<file path="src/verilog/dead_time_pkg.sv">
// Purpose: Shared constants and types for the half-bridge dead-time and bulk enable block.
// Assumes: 100 MHz reference clock; analog comparators already synchronous to it.
// Notes: Times are kept in their own units; cycle counts derive from them.
package dead_time_pkg;
  // ****************************************************************
  // Timing
  // ****************************************************************
  localparam int CLK_MHZ = 100;
  localparam int DEAD_MAX_NS = 1000;
  localparam int DEAD_MAX_CYC = (DEAD_MAX_NS * CLK_MHZ) / 1000;
  localparam int DROPOUT_US = 60000;
  localparam int DROPOUT_CYC = DROPOUT_US * CLK_MHZ;
  localparam int RESTART_GUARD_US = 1000;
  localparam int RESTART_GUARD_CYC = RESTART_GUARD_US * CLK_MHZ;
  localparam int FAULT_COUNT_DEF = 4;
  localparam int CNT_W = 32;
  localparam int FCNT_W = 8;
  localparam logic [CNT_W-1:0] CNT_ZERO = 32'h0000_0000;
  localparam logic [CNT_W-1:0] CNT_ONE = 32'h0000_0001;
  localparam logic [FCNT_W-1:0] FCNT_ZERO = 8'h00;
  localparam logic [FCNT_W-1:0] FCNT_ONE = 8'h01;

  // ****************************************************************
  // Types
  // ****************************************************************
  typedef enum logic [1:0] {
    OPT_NO_FAULT = 2'h0,
    OPT_LATCH = 2'h1,
    OPT_COUNTED = 2'h2,
    OPT_FIXED = 2'h3
  } dt_option_e;

  typedef enum {ST_INIT, ST_DISCHARGE, ST_IDLE, ST_HIGH, ST_DEAD_HL, ST_LOW, ST_DEAD_LH,
    ST_LATCHED} bridge_state_e;

  typedef struct packed {
    logic supply_above_reset;
    logic supply_above_restart;
    logic bulk_ok;
    logic line_above_stop;
    logic line_above_start;
    logic bridge_discharged;
    logic bootstrap_ok;
    logic swing_high_to_low;
    logic swing_low_to_high;
  } sense_s;

  typedef struct packed {
    logic high_side_drive;
    logic low_side_drive;
    logic bulk_hysteresis_sink;
    logic bulk_discharge;
    logic bridge_discharge;
    logic dead_time_fault;
    logic running;
  } drive_s;
endpackage : dead_time_pkg

</file>
<file path="src/verilog/llc_dead_time_and_bulk_enable.sv">
// Purpose: Gate drive sequencing with adaptive dead time and bulk/line run enable.
// Assumes: All sense inputs are synchronous to ref_clk; on_time_end comes from on-time logic.
// Notes: Every output is registered.
`timescale 1ns/1ps
`default_nettype none

// Functional notes
// - Line below stop threshold starts drop-out timer; run continues until expiry.
// - After a drop-out stop, restart triggers are ignored for a guard time.
// - Bulk hysteresis sink on while bulk_ok low, off while high.
// - During supply rise from reset toward restart level, bulk input pulled low.
// - At restart level, release bulk discharge and enable hysteresis sink.
// - Half-bridge switching allowed only while bulk comparator reports ok.
// - Before start, discharge bridge node until below discharged level.
// - High-side drive inhibited while bootstrap supply under lockout.
// - Two separate swing indications, high-to-low and low-to-high.
// - Matching swing indication ends dead time and turns opposite switch on.
// - Dead time limited to maximum; opposite driver then forced on.
// - Non-faulting option: maximum dead time forces on, no fault.
// - Latching option: maximum dead time latches the converter off.
// - Counter option: fault confirmed after selected number of maximum events.
// - Fixed option: ignore indications, maximum as dead time, no fault.
module llc_dead_time_and_bulk_enable
  import dead_time_pkg::*;
#(
  parameter int DEAD_CYCLES = DEAD_MAX_CYC,
  parameter int DROPOUT_CYCLES = DROPOUT_CYC,
  parameter int GUARD_CYCLES = RESTART_GUARD_CYC,
  parameter logic [FCNT_W-1:0] dead_time_fault_count = FAULT_COUNT_DEF[FCNT_W-1:0]
)(
  input wire logic ref_clk,
  input wire logic rstn,
  input wire sense_s sense,
  input wire dt_option_e dt_option,
  input wire logic on_time_end,
  output drive_s drive
);

  // ****************************************************************
  // Run enable
  // ****************************************************************
  logic [CNT_W-1:0] drop_cnt, next_drop_cnt;
  logic [CNT_W-1:0] guard_cnt, next_guard_cnt;
  logic line_run, next_line_run;
  logic sink, next_sink;
  logic bulk_dis, next_bulk_dis;

  always_comb
  begin
    next_drop_cnt = drop_cnt;
    next_guard_cnt = guard_cnt;
    next_line_run = line_run;
    if (guard_cnt != CNT_ZERO)
    begin
      next_guard_cnt = guard_cnt - CNT_ONE;
    end
    if (line_run)
    begin
      if (sense.line_above_stop)
      begin
        next_drop_cnt = CNT_ZERO;
      end
      else if (drop_cnt + CNT_ONE >= DROPOUT_CYCLES[CNT_W-1:0])
      begin
        next_line_run = 1'b0;
        next_drop_cnt = CNT_ZERO;
        next_guard_cnt = GUARD_CYCLES[CNT_W-1:0];
      end
      else
      begin
        next_drop_cnt = drop_cnt + CNT_ONE;
      end
    end
    else if (sense.line_above_start && guard_cnt == CNT_ZERO)
    begin
      next_line_run = 1'b1;
    end
    if (!sense.supply_above_restart)
    begin
      next_bulk_dis = 1'b1;
      next_sink = 1'b0;
    end
    else
    begin
      next_bulk_dis = 1'b0;
      next_sink = !sense.bulk_ok;
    end
  end

  always_ff @(posedge ref_clk or negedge rstn)
  begin
    if (!rstn)
    begin
      drop_cnt <= CNT_ZERO;
      guard_cnt <= CNT_ZERO;
      line_run <= 1'b0;
      sink <= 1'b0;
      bulk_dis <= 1'b1;
    end
    else
    begin
      drop_cnt <= next_drop_cnt;
      guard_cnt <= next_guard_cnt;
      line_run <= next_line_run;
      sink <= next_sink;
      bulk_dis <= next_bulk_dis;
    end
  end

  logic run_ok;
  assign run_ok = line_run && sense.bulk_ok && sense.supply_above_restart;

  // ****************************************************************
  // Bridge sequencer
  // ****************************************************************
  bridge_state_e state, next_state;
  logic [CNT_W-1:0] dt_cnt, next_dt_cnt;
  logic [FCNT_W-1:0] fcnt, next_fcnt;
  logic fault, next_fault;
  logic hs, next_hs, ls, next_ls, hb_dis, next_hb_dis;
  logic dead_done, dead_max, swing_seen;

  // A swing indication counts only outside the fixed option.
  function automatic logic swing_counts(input logic seen, input dt_option_e opt);
    return seen && (opt != OPT_FIXED);
  endfunction : swing_counts

  always_comb
  begin
    dead_max = (dt_cnt + CNT_ONE >= DEAD_CYCLES[CNT_W-1:0]);
    swing_seen = (state == ST_DEAD_HL) ? sense.swing_high_to_low
                                       : sense.swing_low_to_high;
    dead_done = dead_max || swing_counts(swing_seen, dt_option);
    next_state = state;
    next_dt_cnt = CNT_ZERO;
    next_fcnt = fcnt;
    next_fault = fault;
    unique case (state)
      ST_INIT:
        if (sense.supply_above_reset)
        begin
          next_state = ST_DISCHARGE;
        end
      ST_DISCHARGE:
        if (sense.bridge_discharged)
        begin
          next_state = ST_IDLE;
        end
      ST_IDLE:
        if (!sense.supply_above_reset)
        begin
          next_state = ST_INIT;
        end
        else if (run_ok && sense.bootstrap_ok)
        begin
          next_state = ST_HIGH;
        end
      ST_HIGH:
        if (!run_ok || !sense.bootstrap_ok || on_time_end)
        begin
          next_state = ST_DEAD_HL;
        end
      ST_LOW:
        if (on_time_end || !run_ok)
        begin
          next_state = run_ok ? ST_DEAD_LH : ST_DISCHARGE;
        end
      ST_DEAD_HL, ST_DEAD_LH:
      begin
        next_dt_cnt = dt_cnt + CNT_ONE;
        if (dead_done)
        begin
          next_dt_cnt = CNT_ZERO;
          if (state == ST_DEAD_HL)
          begin
            next_state = run_ok ? ST_LOW : ST_DISCHARGE;
          end
          else
          begin
            next_state = (run_ok && sense.bootstrap_ok) ? ST_HIGH : ST_IDLE;
          end
          if (dead_max && !swing_counts(swing_seen, dt_option))
          begin
            unique case (dt_option)
              OPT_NO_FAULT, OPT_FIXED: next_fault = fault;
              OPT_LATCH:
              begin
                next_fault = 1'b1;
                next_state = ST_LATCHED;
              end
              OPT_COUNTED:
                if (fcnt + FCNT_ONE >= dead_time_fault_count)
                begin
                  next_fault = 1'b1;
                  next_state = ST_LATCHED;
                end
                else
                begin
                  next_fcnt = fcnt + FCNT_ONE;
                end
            endcase
          end
        end
      end
      ST_LATCHED:
        if (!sense.supply_above_reset)
        begin
          next_state = ST_INIT;
          next_fault = 1'b0;
          next_fcnt = FCNT_ZERO;
        end
    endcase
    next_hs = (next_state == ST_HIGH);
    next_ls = (next_state == ST_LOW);
    next_hb_dis = (next_state == ST_DISCHARGE);
  end

  always_ff @(posedge ref_clk or negedge rstn)
  begin
    if (!rstn)
    begin
      state <= ST_INIT;
      dt_cnt <= CNT_ZERO;
      fcnt <= FCNT_ZERO;
      fault <= 1'b0;
      hs <= 1'b0;
      ls <= 1'b0;
      hb_dis <= 1'b0;
    end
    else
    begin
      state <= next_state;
      dt_cnt <= next_dt_cnt;
      fcnt <= next_fcnt;
      fault <= next_fault;
      hs <= next_hs;
      ls <= next_ls;
      hb_dis <= next_hb_dis;
    end
  end

  assign drive.high_side_drive = hs;
  assign drive.low_side_drive = ls;
  assign drive.bulk_hysteresis_sink = sink;
  assign drive.bulk_discharge = bulk_dis;
  assign drive.bridge_discharge = hb_dis;
  assign drive.dead_time_fault = fault;
  assign drive.running = line_run;

  // ****************************************************************
  // Checks
  // ****************************************************************
  a_no_overlap: assert property (@(posedge ref_clk) disable iff (!rstn)
    !(hs && ls)) else $error("Both drives on.");
  a_dead_after_high: assert property (@(posedge ref_clk) disable iff (!rstn)
    $fell(hs) |-> !ls) else $error("Low side on right after high side.");
  a_boot_inhibit: assert property (@(posedge ref_clk) disable iff (!rstn)
    (!sense.bootstrap_ok && hs) |=> !hs) else $error("High side kept under lockout.");
  a_sink_follow: assert property (@(posedge ref_clk) disable iff (!rstn)
    sense.supply_above_restart |=> (sink == !$past(sense.bulk_ok)))
    else $error("Sink does not follow bulk ok.");
  a_bulk_pulldown: assert property (@(posedge ref_clk) disable iff (!rstn)
    !sense.supply_above_restart |=> bulk_dis && !sink) else $error("Bulk not held low.");
  a_bulk_release: assert property (@(posedge ref_clk) disable iff (!rstn)
    sense.supply_above_restart |=> !bulk_dis) else $error("Bulk discharge not released.");
  a_bulk_gate: assert property (@(posedge ref_clk) disable iff (!rstn)
    $rose(hs) |-> $past(sense.bulk_ok)) else $error("Started without bulk ok.");
  a_dead_clamp: assert property (@(posedge ref_clk) disable iff (!rstn)
    dt_cnt < DEAD_CYCLES[CNT_W-1:0]) else $error("Dead time over maximum.");
  a_fixed_nofault: assert property (@(posedge ref_clk) disable iff (!rstn)
    (dt_option == OPT_FIXED && !fault) |=> !fault) else $error("Fault in fixed option.");
  a_nofault_opt: assert property (@(posedge ref_clk) disable iff (!rstn)
    (dt_option == OPT_NO_FAULT && !fault) |=> !fault) else $error("Fault in plain option.");
  a_discharge_start: assert property (@(posedge ref_clk) disable iff (!rstn)
    (hb_dis && !sense.bridge_discharged) |=> !hs) else $error("Started while charged.");
  a_swing_end: assert property (@(posedge ref_clk) disable iff (!rstn)
    (state == ST_DEAD_HL && sense.swing_high_to_low && dt_option != OPT_FIXED && run_ok)
    |=> ls) else $error("Swing end ignored.");
  a_force_on: assert property (@(posedge ref_clk) disable iff (!rstn)
    (state == ST_DEAD_HL && dead_max && run_ok && dt_option == OPT_NO_FAULT) |=> ls)
    else $error("Opposite drive not forced on.");
  a_fixed_ignore: assert property (@(posedge ref_clk) disable iff (!rstn)
    (state == ST_DEAD_HL && !dead_max && dt_option == OPT_FIXED) |=> !ls)
    else $error("Fixed dead time cut short.");
  a_latch_off: assert property (@(posedge ref_clk) disable iff (!rstn)
    fault |-> !hs && !ls) else $error("Drive on while latched.");
  a_count_confirm: assert property (@(posedge ref_clk) disable iff (!rstn)
    ($rose(fault) && dt_option == OPT_COUNTED)
    |-> ($past(fcnt) + FCNT_ONE >= dead_time_fault_count))
    else $error("Fault before count reached.");
  a_dropout_hold: assert property (@(posedge ref_clk) disable iff (!rstn)
    (line_run && !sense.line_above_stop && drop_cnt + CNT_ONE < DROPOUT_CYCLES[CNT_W-1:0])
    |=> line_run) else $error("Run dropped before delay.");
  a_guard_block: assert property (@(posedge ref_clk) disable iff (!rstn)
    (!line_run && guard_cnt != CNT_ZERO) |=> !line_run) else $error("Restart inside guard.");
  c_dead_swing: cover property (@(posedge ref_clk) disable iff (!rstn)
    state == ST_DEAD_HL ##1 ls);
  c_latched: cover property (@(posedge ref_clk) disable iff (!rstn) fault);
  c_dropout_stop: cover property (@(posedge ref_clk) disable iff (!rstn) $fell(line_run));
  c_fixed_dead: cover property (@(posedge ref_clk) disable iff (!rstn)
    dt_option == OPT_FIXED && state == ST_DEAD_HL ##1 ls);
endmodule : llc_dead_time_and_bulk_enable

`default_nettype wire

</file>
<file path="config.mk">
export PLATFORM = sky130hd
export DESIGN_NAME = llc_dead_time_and_bulk_enable
export DESIGN_NICKNAME = d
export VERILOG_FILES = /design/src/verilog/dead_time_pkg.sv /design/src/verilog/llc_dead_time_and_bulk_enable.sv
export SDC_FILE = /design/constraint.sdc
export NUM_CORES = 1
export LEC_CHECK = 0
export BUFFER_PORTS_ARGS = -buffer_cell sky130_fd_sc_hd__buf_4
export CAP_MARGIN = 15
export CORE_UTILIZATION = 60
export CTS_CLUSTER_DIAMETER = 80
export DETAILED_ROUTE_END_ITERATION = 6
export GPL_TIMING_DRIVEN = 0
export PLACE_DENSITY_LB_ADDON = 0.3
export SYNTH_ARGS = -nofsm -noshare
export SYNTH_HDL_FRONTEND = slang
export SYNTH_SLANG_ARGS = --single-unit
</file>
<file path="constraint.sdc">
create_clock -name ref_clk -period 7.2 [get_ports ref_clk]
set_input_delay 0.72 -clock ref_clk [delete_from_list [all_inputs] [get_ports ref_clk]]
set_output_delay 0.72 -clock ref_clk [all_outputs]
set_load 0.005 [all_outputs]
</file>
Yosys cells after proc, flatten, opt, wreduce, memory -nomap -nowiden
Index checks and enable logic that the tools add are counted.
{"block": "totals", "reg_bits": 143, "input_bits": 14}
{"block": "classes", "addsub": 4, "order_cmp": 3, "eq_ne": 22, "muxes": 43, "reduce_logical": 23}
{"cell": "2-to-1 mux 32 bit", "n": 18}
{"cell": "case mux 32 bit (7 select lines)", "n": 1}
{"cell": "== test 32 x 3 -> 1 bit (second input constant)", "n": 5}
{"cell": "== test 32 x 2 -> 1 bit (second input constant)", "n": 3}
{"cell": "adder 32 x 1 -> 32 bit (second input constant)", "n": 2}
{"cell": "== test 32 x 4 -> 1 bit (second input constant)", "n": 2}
{"cell": "logical NOT 32 bit", "n": 2}
{"cell": "case mux 32 bit (2 select lines)", "n": 1}
{"cell": "2-to-1 mux 8 bit", "n": 5}
{"cell": "== test 32 x 1 -> 1 bit (second input constant)", "n": 1}
{"cell": ">= comparator 32 x 23 -> 1 bit (second input constant)", "n": 1}
{"cell": ">= comparator 32 x 7 -> 1 bit (second input constant)", "n": 1}
{"cell": "nonzero test 32 bit", "n": 1}
{"cell": "subtractor 32 x 1 -> 32 bit (second input constant)", "n": 1}
{"cell": "case mux 8 bit (2 select lines)", "n": 1}
{"cell": "inequality test 2 bit (second input constant)", "n": 7}
{"cell": "2-to-1 mux 1 bit", "n": 12}
{"cell": "AND reduction 6 bit", "n": 2}
{"cell": "2-to-1 mux 3 bit", "n": 3}
{"cell": "adder 8 x 1 -> 8 bit (second input constant)", "n": 1}
{"cell": ">= comparator 8 x 3 -> 1 bit (second input constant)", "n": 1}
{"cell": "logical AND 1 bit", "n": 6}
{"cell": "== test 2 bit (second input constant)", "n": 2}
{"cell": "logical NOT 1 bit", "n": 4}
{"cell": "7 further kinds", "n": 12}

Longest topological paths before layout
{"block": "logic_depth", "word_depth": 11, "depth_mapped": 11, "ltp_nobuf": 9}

Worst setup path after synthesis
Ideal clock, no wire load.
{"block": "synth_timing", "kind": "reg-to-reg", "startpoint": "register drop_cnt[8]", "endpoint": "register guard_cnt[7]", "setup_ps": 124, "t_arrival_ps": 2734, "slack_ps": 4342, "path_stages_with_launch": 11, "n_path_buf": 2, "period_less_slack_ps": 2858, "path_cell_list": "dfrtp_1 buf_2 nand4_4 or3_1 nor4_1 mux2i_1 o211ai_1 a2111oi_4 nor2_1 buf_2 a211o_1"}
{"block": "synth_between", "elab_chain_len": 5}
{"item": "start, declared", "line_no": "llc_dead_time_and_bulk_enable.sv:42", "text": "logic [CNT_W-1:0] drop_cnt, next_drop_cnt;"}
{"item": "start signal, assigned", "line_no": "llc_dead_time_and_bulk_enable.sv:102", "text": "drop_cnt <= next_drop_cnt;"}
{"item": "adder 32 x 1 -> 32 bit", "line_no": "llc_dead_time_and_bulk_enable.sv:63", "text": "else if (drop_cnt + CNT_ONE >= DROPOUT_CYCLES[CNT_W-1:0])"}
{"item": ">= comparator 32 x 23 -> 1 bit", "line_no": "llc_dead_time_and_bulk_enable.sv:63"}
{"item": "2-to-1 mux 32 bit", "line_no": "llc_dead_time_and_bulk_enable.sv:63"}
{"item": "2-to-1 mux 32 bit", "line_no": "llc_dead_time_and_bulk_enable.sv:59", "text": "if (sense.line_above_stop)"}
{"item": "2-to-1 mux 32 bit", "line_no": "llc_dead_time_and_bulk_enable.sv:57", "text": "if (line_run)"}
{"item": "named net next_guard_cnt[7]", "line_no": "llc_dead_time_and_bulk_enable.sv:43", "text": "logic [CNT_W-1:0] guard_cnt, next_guard_cnt;"}
{"item": "end signal, assigned", "line_no": "llc_dead_time_and_bulk_enable.sv:103", "text": "guard_cnt <= next_guard_cnt;"}
{"item": "end, declared", "line_no": "llc_dead_time_and_bulk_enable.sv:43"}
The timed path passes the listed nets, and every way through them passes these cells.
A chain may end at the register's enable or synchronous reset.

Final worst setup path
{"block": "layout_timing", "startpoint": "register drop_cnt[7]", "endpoint": "register guard_cnt[15]"}
The elaborated chain is that of the path after synthesis.

==> reports/summary.md <==
The flow ran to the end, and the final reports show no timing, DRC or antenna violations. Measured along the x axis, the die boundary spans 117 um. Proportion of netlist area held by the largest area contributor: 45.1%. The clock arrives with 0.00725 ns of skew. Hold buffer count at CTS: 0. Setup repair after global routing left no endpoint under its margin. Number of hold violations in the final report: 0. The worst setup path is launched from a flip-flop.

In the final layout, the share of cells above drive strength 1 is 10.3%. Max-cap violations in this run came to 0. The worst supply voltage drop on vdd is 174 uV. Initial antenna violation count: 0. For the first-pass GRT wire length, the log shows 29.5 mm. STA classifies the critical path endpoint as a flip-flop. Dividing the final minimum period by the clock period gives 49.3%. Summing over every cut layer, the via total after detailed routing is 6749. Setup total negative slack on the finished layout was measured at 0 ns. The buffers inserted during post-CTS setup optimization was 0. For the count of final max-slew check failures, the log shows 0. In the synthesized netlist the dominant register cell turns out to be sky130_fd_sc_hd__dfrtp_1.

After clock tree synthesis, the clock-pin slew on the worst setup and hold paths is 0.06 ns. In this run the tool buffered the top-level ports with 20 buffer cells. The first-pass iteration count of the detailed router was 6; the number of library cell types mapped by synthesis was 76.

Critical path class: flip-flop to flip-flop. The weighted congestion reported at the end of routability-driven placement was 0.893. The final antenna-violating net count was 0; the initial DRC count was 710. Summed over all layers, the global routing overflow is 0.

The number of placed instances, taps included, is 1050. The initialized floorplan defines 41 standard-cell rows. The leakage power was 3.91 nW. The share of the Yosys chip area taken by registers is 45.4%. TritonCTS built the clock tree. Cell family with the largest share of critical-path delay: compound AO/OA/AOI/OAI gates. The flop and latch count out of synthesis is 143.

The leading cell type in the layout, fill and taps excluded is sky130_fd_sc_hd__dfrtp_1. The critical path contains buffers and inverters numbering 3 combined. Root buffer cell: sky130_fd_sc_hd__clkbuf_16.

On the worst path, the slowest cell contributes a delay of 0.57 ns. The via count of the first global-routing pass was 6528. The final layout contains routed wiring with a total length of 17.6 mm.

The design draws 1.96 mW. The via density per instance is 6.24, and the HPWL reported at the end of detailed placement is 12.1 mm. After detailed routing, the number of remaining DRC violations is 0. Walking the worst path, the cells encountered are clkbuf_1, inv_1, or3_1, nor4_1, mux2i_1, o211ai_1, a2111oi_4, nor2_1, buf_2, a211o_1.

During synthesis, Yosys emitted a total of 0 warnings. The required time of the critical path is 7.50 ns, and the final number of setup-violating endpoints is 0. The logs give 1082 for the final cell count without fillers and 143 for the number of sinks handled by clock tree synthesis. The total power density per cell area was 219 nW/um^2; the count of pins on the block boundary was 21.

Of all nets on the critical path, the largest fanout is 10. Once the floorplan was initialized, standard cells occupied 61.9% of the core. In the synthesized netlist the async set-or-reset flop fraction comes to 100%.

In the layout the commonest cells are 142 x sky130_fd_sc_hd__dfrtp_1, 59 x sky130_fd_sc_hd__nor2_1, 50 x sky130_fd_sc_hd__a21oi_1. Timing would allow up to 0.282 GHz. Dividing the detail-routed wire length by the instance count gives 16.2 um. In the post-synthesis netlist, the biggest area contributors are sky130_fd_sc_hd__dfrtp_1 45%, sky130_fd_sc_hd__a21oi_1 3.2%, sky130_fd_sc_hd__nor2_1 2.8%. For the pin with the worst max-slew slack, the measured transition is 0.864 ns. Total clock buffers created by CTS: 17. The number of antenna diodes in the final layout is 0. The number of standard cells after synthesis is 833. The latest clock arrival within the worst-skew pair is 0.42 ns. The final layout contains 920 nets.

Global routing used 27.6% of the available tracks. The tools report the number of gates resized after cts as 0. The smallest clock period supported by the final layout is computed as 3.55 ns. In this run, synthesis inferred 0 flip-flops with an integrated enable. The run gives 2 as the maximum root-to-sink buffer count.

After synthesis the cells add up to 7880 sq um. The area growth from synthesis to layout is 13.7%. Area of the die: 13600 sq um.

Die extent in y: 117 um. The synthesized design spends more area on one cell type than any other, namely sky130_fd_sc_hd__dfrtp_1. In this run the number of H-tree levels came out at 4. The tightest min-delay check is of the primary input to async pin type. A synthesized cell averages 9.46 sq um. STA puts the critical path data arrival time at 3.85 ns.

For this design, the slowest cell found on the critical path is sky130_fd_sc_hd__a2111oi_4. In this run the standard cell core region covers 12700 sq um. In this run the tightest slew margin relative to its limit is 42.0%.

The pin count of the biggest net entering global routing came out at 85.
[worst register-to-register path, stage by stage, from the launching register on]
cell and delay, ns:
sky130_fd_sc_hd__dfrtp_1 0.33, sky130_fd_sc_hd__clkbuf_1 0.30, sky130_fd_sc_hd__inv_1 0.19, sky130_fd_sc_hd__or3_1 0.45
sky130_fd_sc_hd__nor4_1 0.41, sky130_fd_sc_hd__mux2i_1 0.29, sky130_fd_sc_hd__o211ai_1 0.22, sky130_fd_sc_hd__a2111oi_4 0.57
sky130_fd_sc_hd__nor2_1 0.15, sky130_fd_sc_hd__buf_2 0.22, sky130_fd_sc_hd__a211o_1 0.31
[synth_stat cells, drive strengths merged (19+ instances only)]
master and count:
o21ai 19, o22ai 23, dfrtp 142, nand4 27
inv 35, and2 29, nand2 46, nor4 30
nor3 30, clkbuf 25, a21oi 51, nor2b 20
xnor2 22, nor2 59, nand3 40
[cell type report]
| class | count | area [sq um] |
|---|---|---|
| tap | 172 | 215 |
| clock buffer | 18 | 439 |
| clock inverter | 14 | 155 |
| sequential | 143 | 3580 |
| timing repair buffer | 21 | 181 |
| fill | 996 | 3760 |
| inverter | 35 | 131 |
| multi-input combinational | 636 | 4060 |
| buffer | 43 | 204 |
[worst paths after layout]
path / startpoint / endpoint / slack, ns / depth (start not counted)
setup reg to reg: drop_cnt[7] / guard_cnt[15] / 3.65 / 10
min in group ref_clk: sense[7] / bulk_dis / 0.42 / 2
setup / recovery: drop_cnt[7] / guard_cnt[15] / 3.65 / 10
max in group asynchronous: rstn / drop_cnt[27] / 6.16 / 2
hold reg to reg: state[11] / state[11] / 0.49 / 1
hold / removal: rstn / dt_cnt[0] / 0.25 / 1
[layer usage]
layer	wire length (um)	global-route usage, %
met5	0	0
met1	7510	34.6
met3	827	5.50
met4	386	11.4
met2	8830	46.7
[metrics by stage]
| step | util [%] | area [sq um] | setup slack, ns | hold slack, ns |
|---|---|---|---|---|
| floorplan | - | 7970 | 4.34 | 0.424 |
| global placement | 65.5 | 8340 | 3.86 | 0.469 |
| detailed placement | 65.8 | 8370 | 3.76 | 0.472 |
| CTS | 70.4 | 8960 | 3.73 | 0.291 |
| global route | 70.4 | 8960 | 3.47 | 0.313 |
| finish | 70.4 | 8960 | 3.65 | 0.252 |
[report_power, final]
group          internal, mW  total [mW]  switching [mW]
Sequential            0.829       0.851          0.0220
Combinational        0.0966       0.228           0.132
Clock                 0.525       0.884           0.359
Total                  1.45        1.96           0.513
[registers in the layout, summed over array words and instances, names as in the netlist]
name / flops
drop_cnt: 32
dt_cnt: 32
guard_cnt: 32
state: 32
fcnt: 8
bulk_dis: 1
fault: 1
hb_dis: 1
hs: 1
line_run: 1
ls: 1
sink: 1
[cell families after synthesis]
family / share of synthesized area [%]
fa+ha+maj: 1.43
buf+inv: 4.26
xor+xnor: 4.45
flops: 45.4
compound gates: 16.5
mux: 1.59
simple gates: 26.3
other cells: 0.0476
No activity file was read; power rests on OpenSTA's default activity.
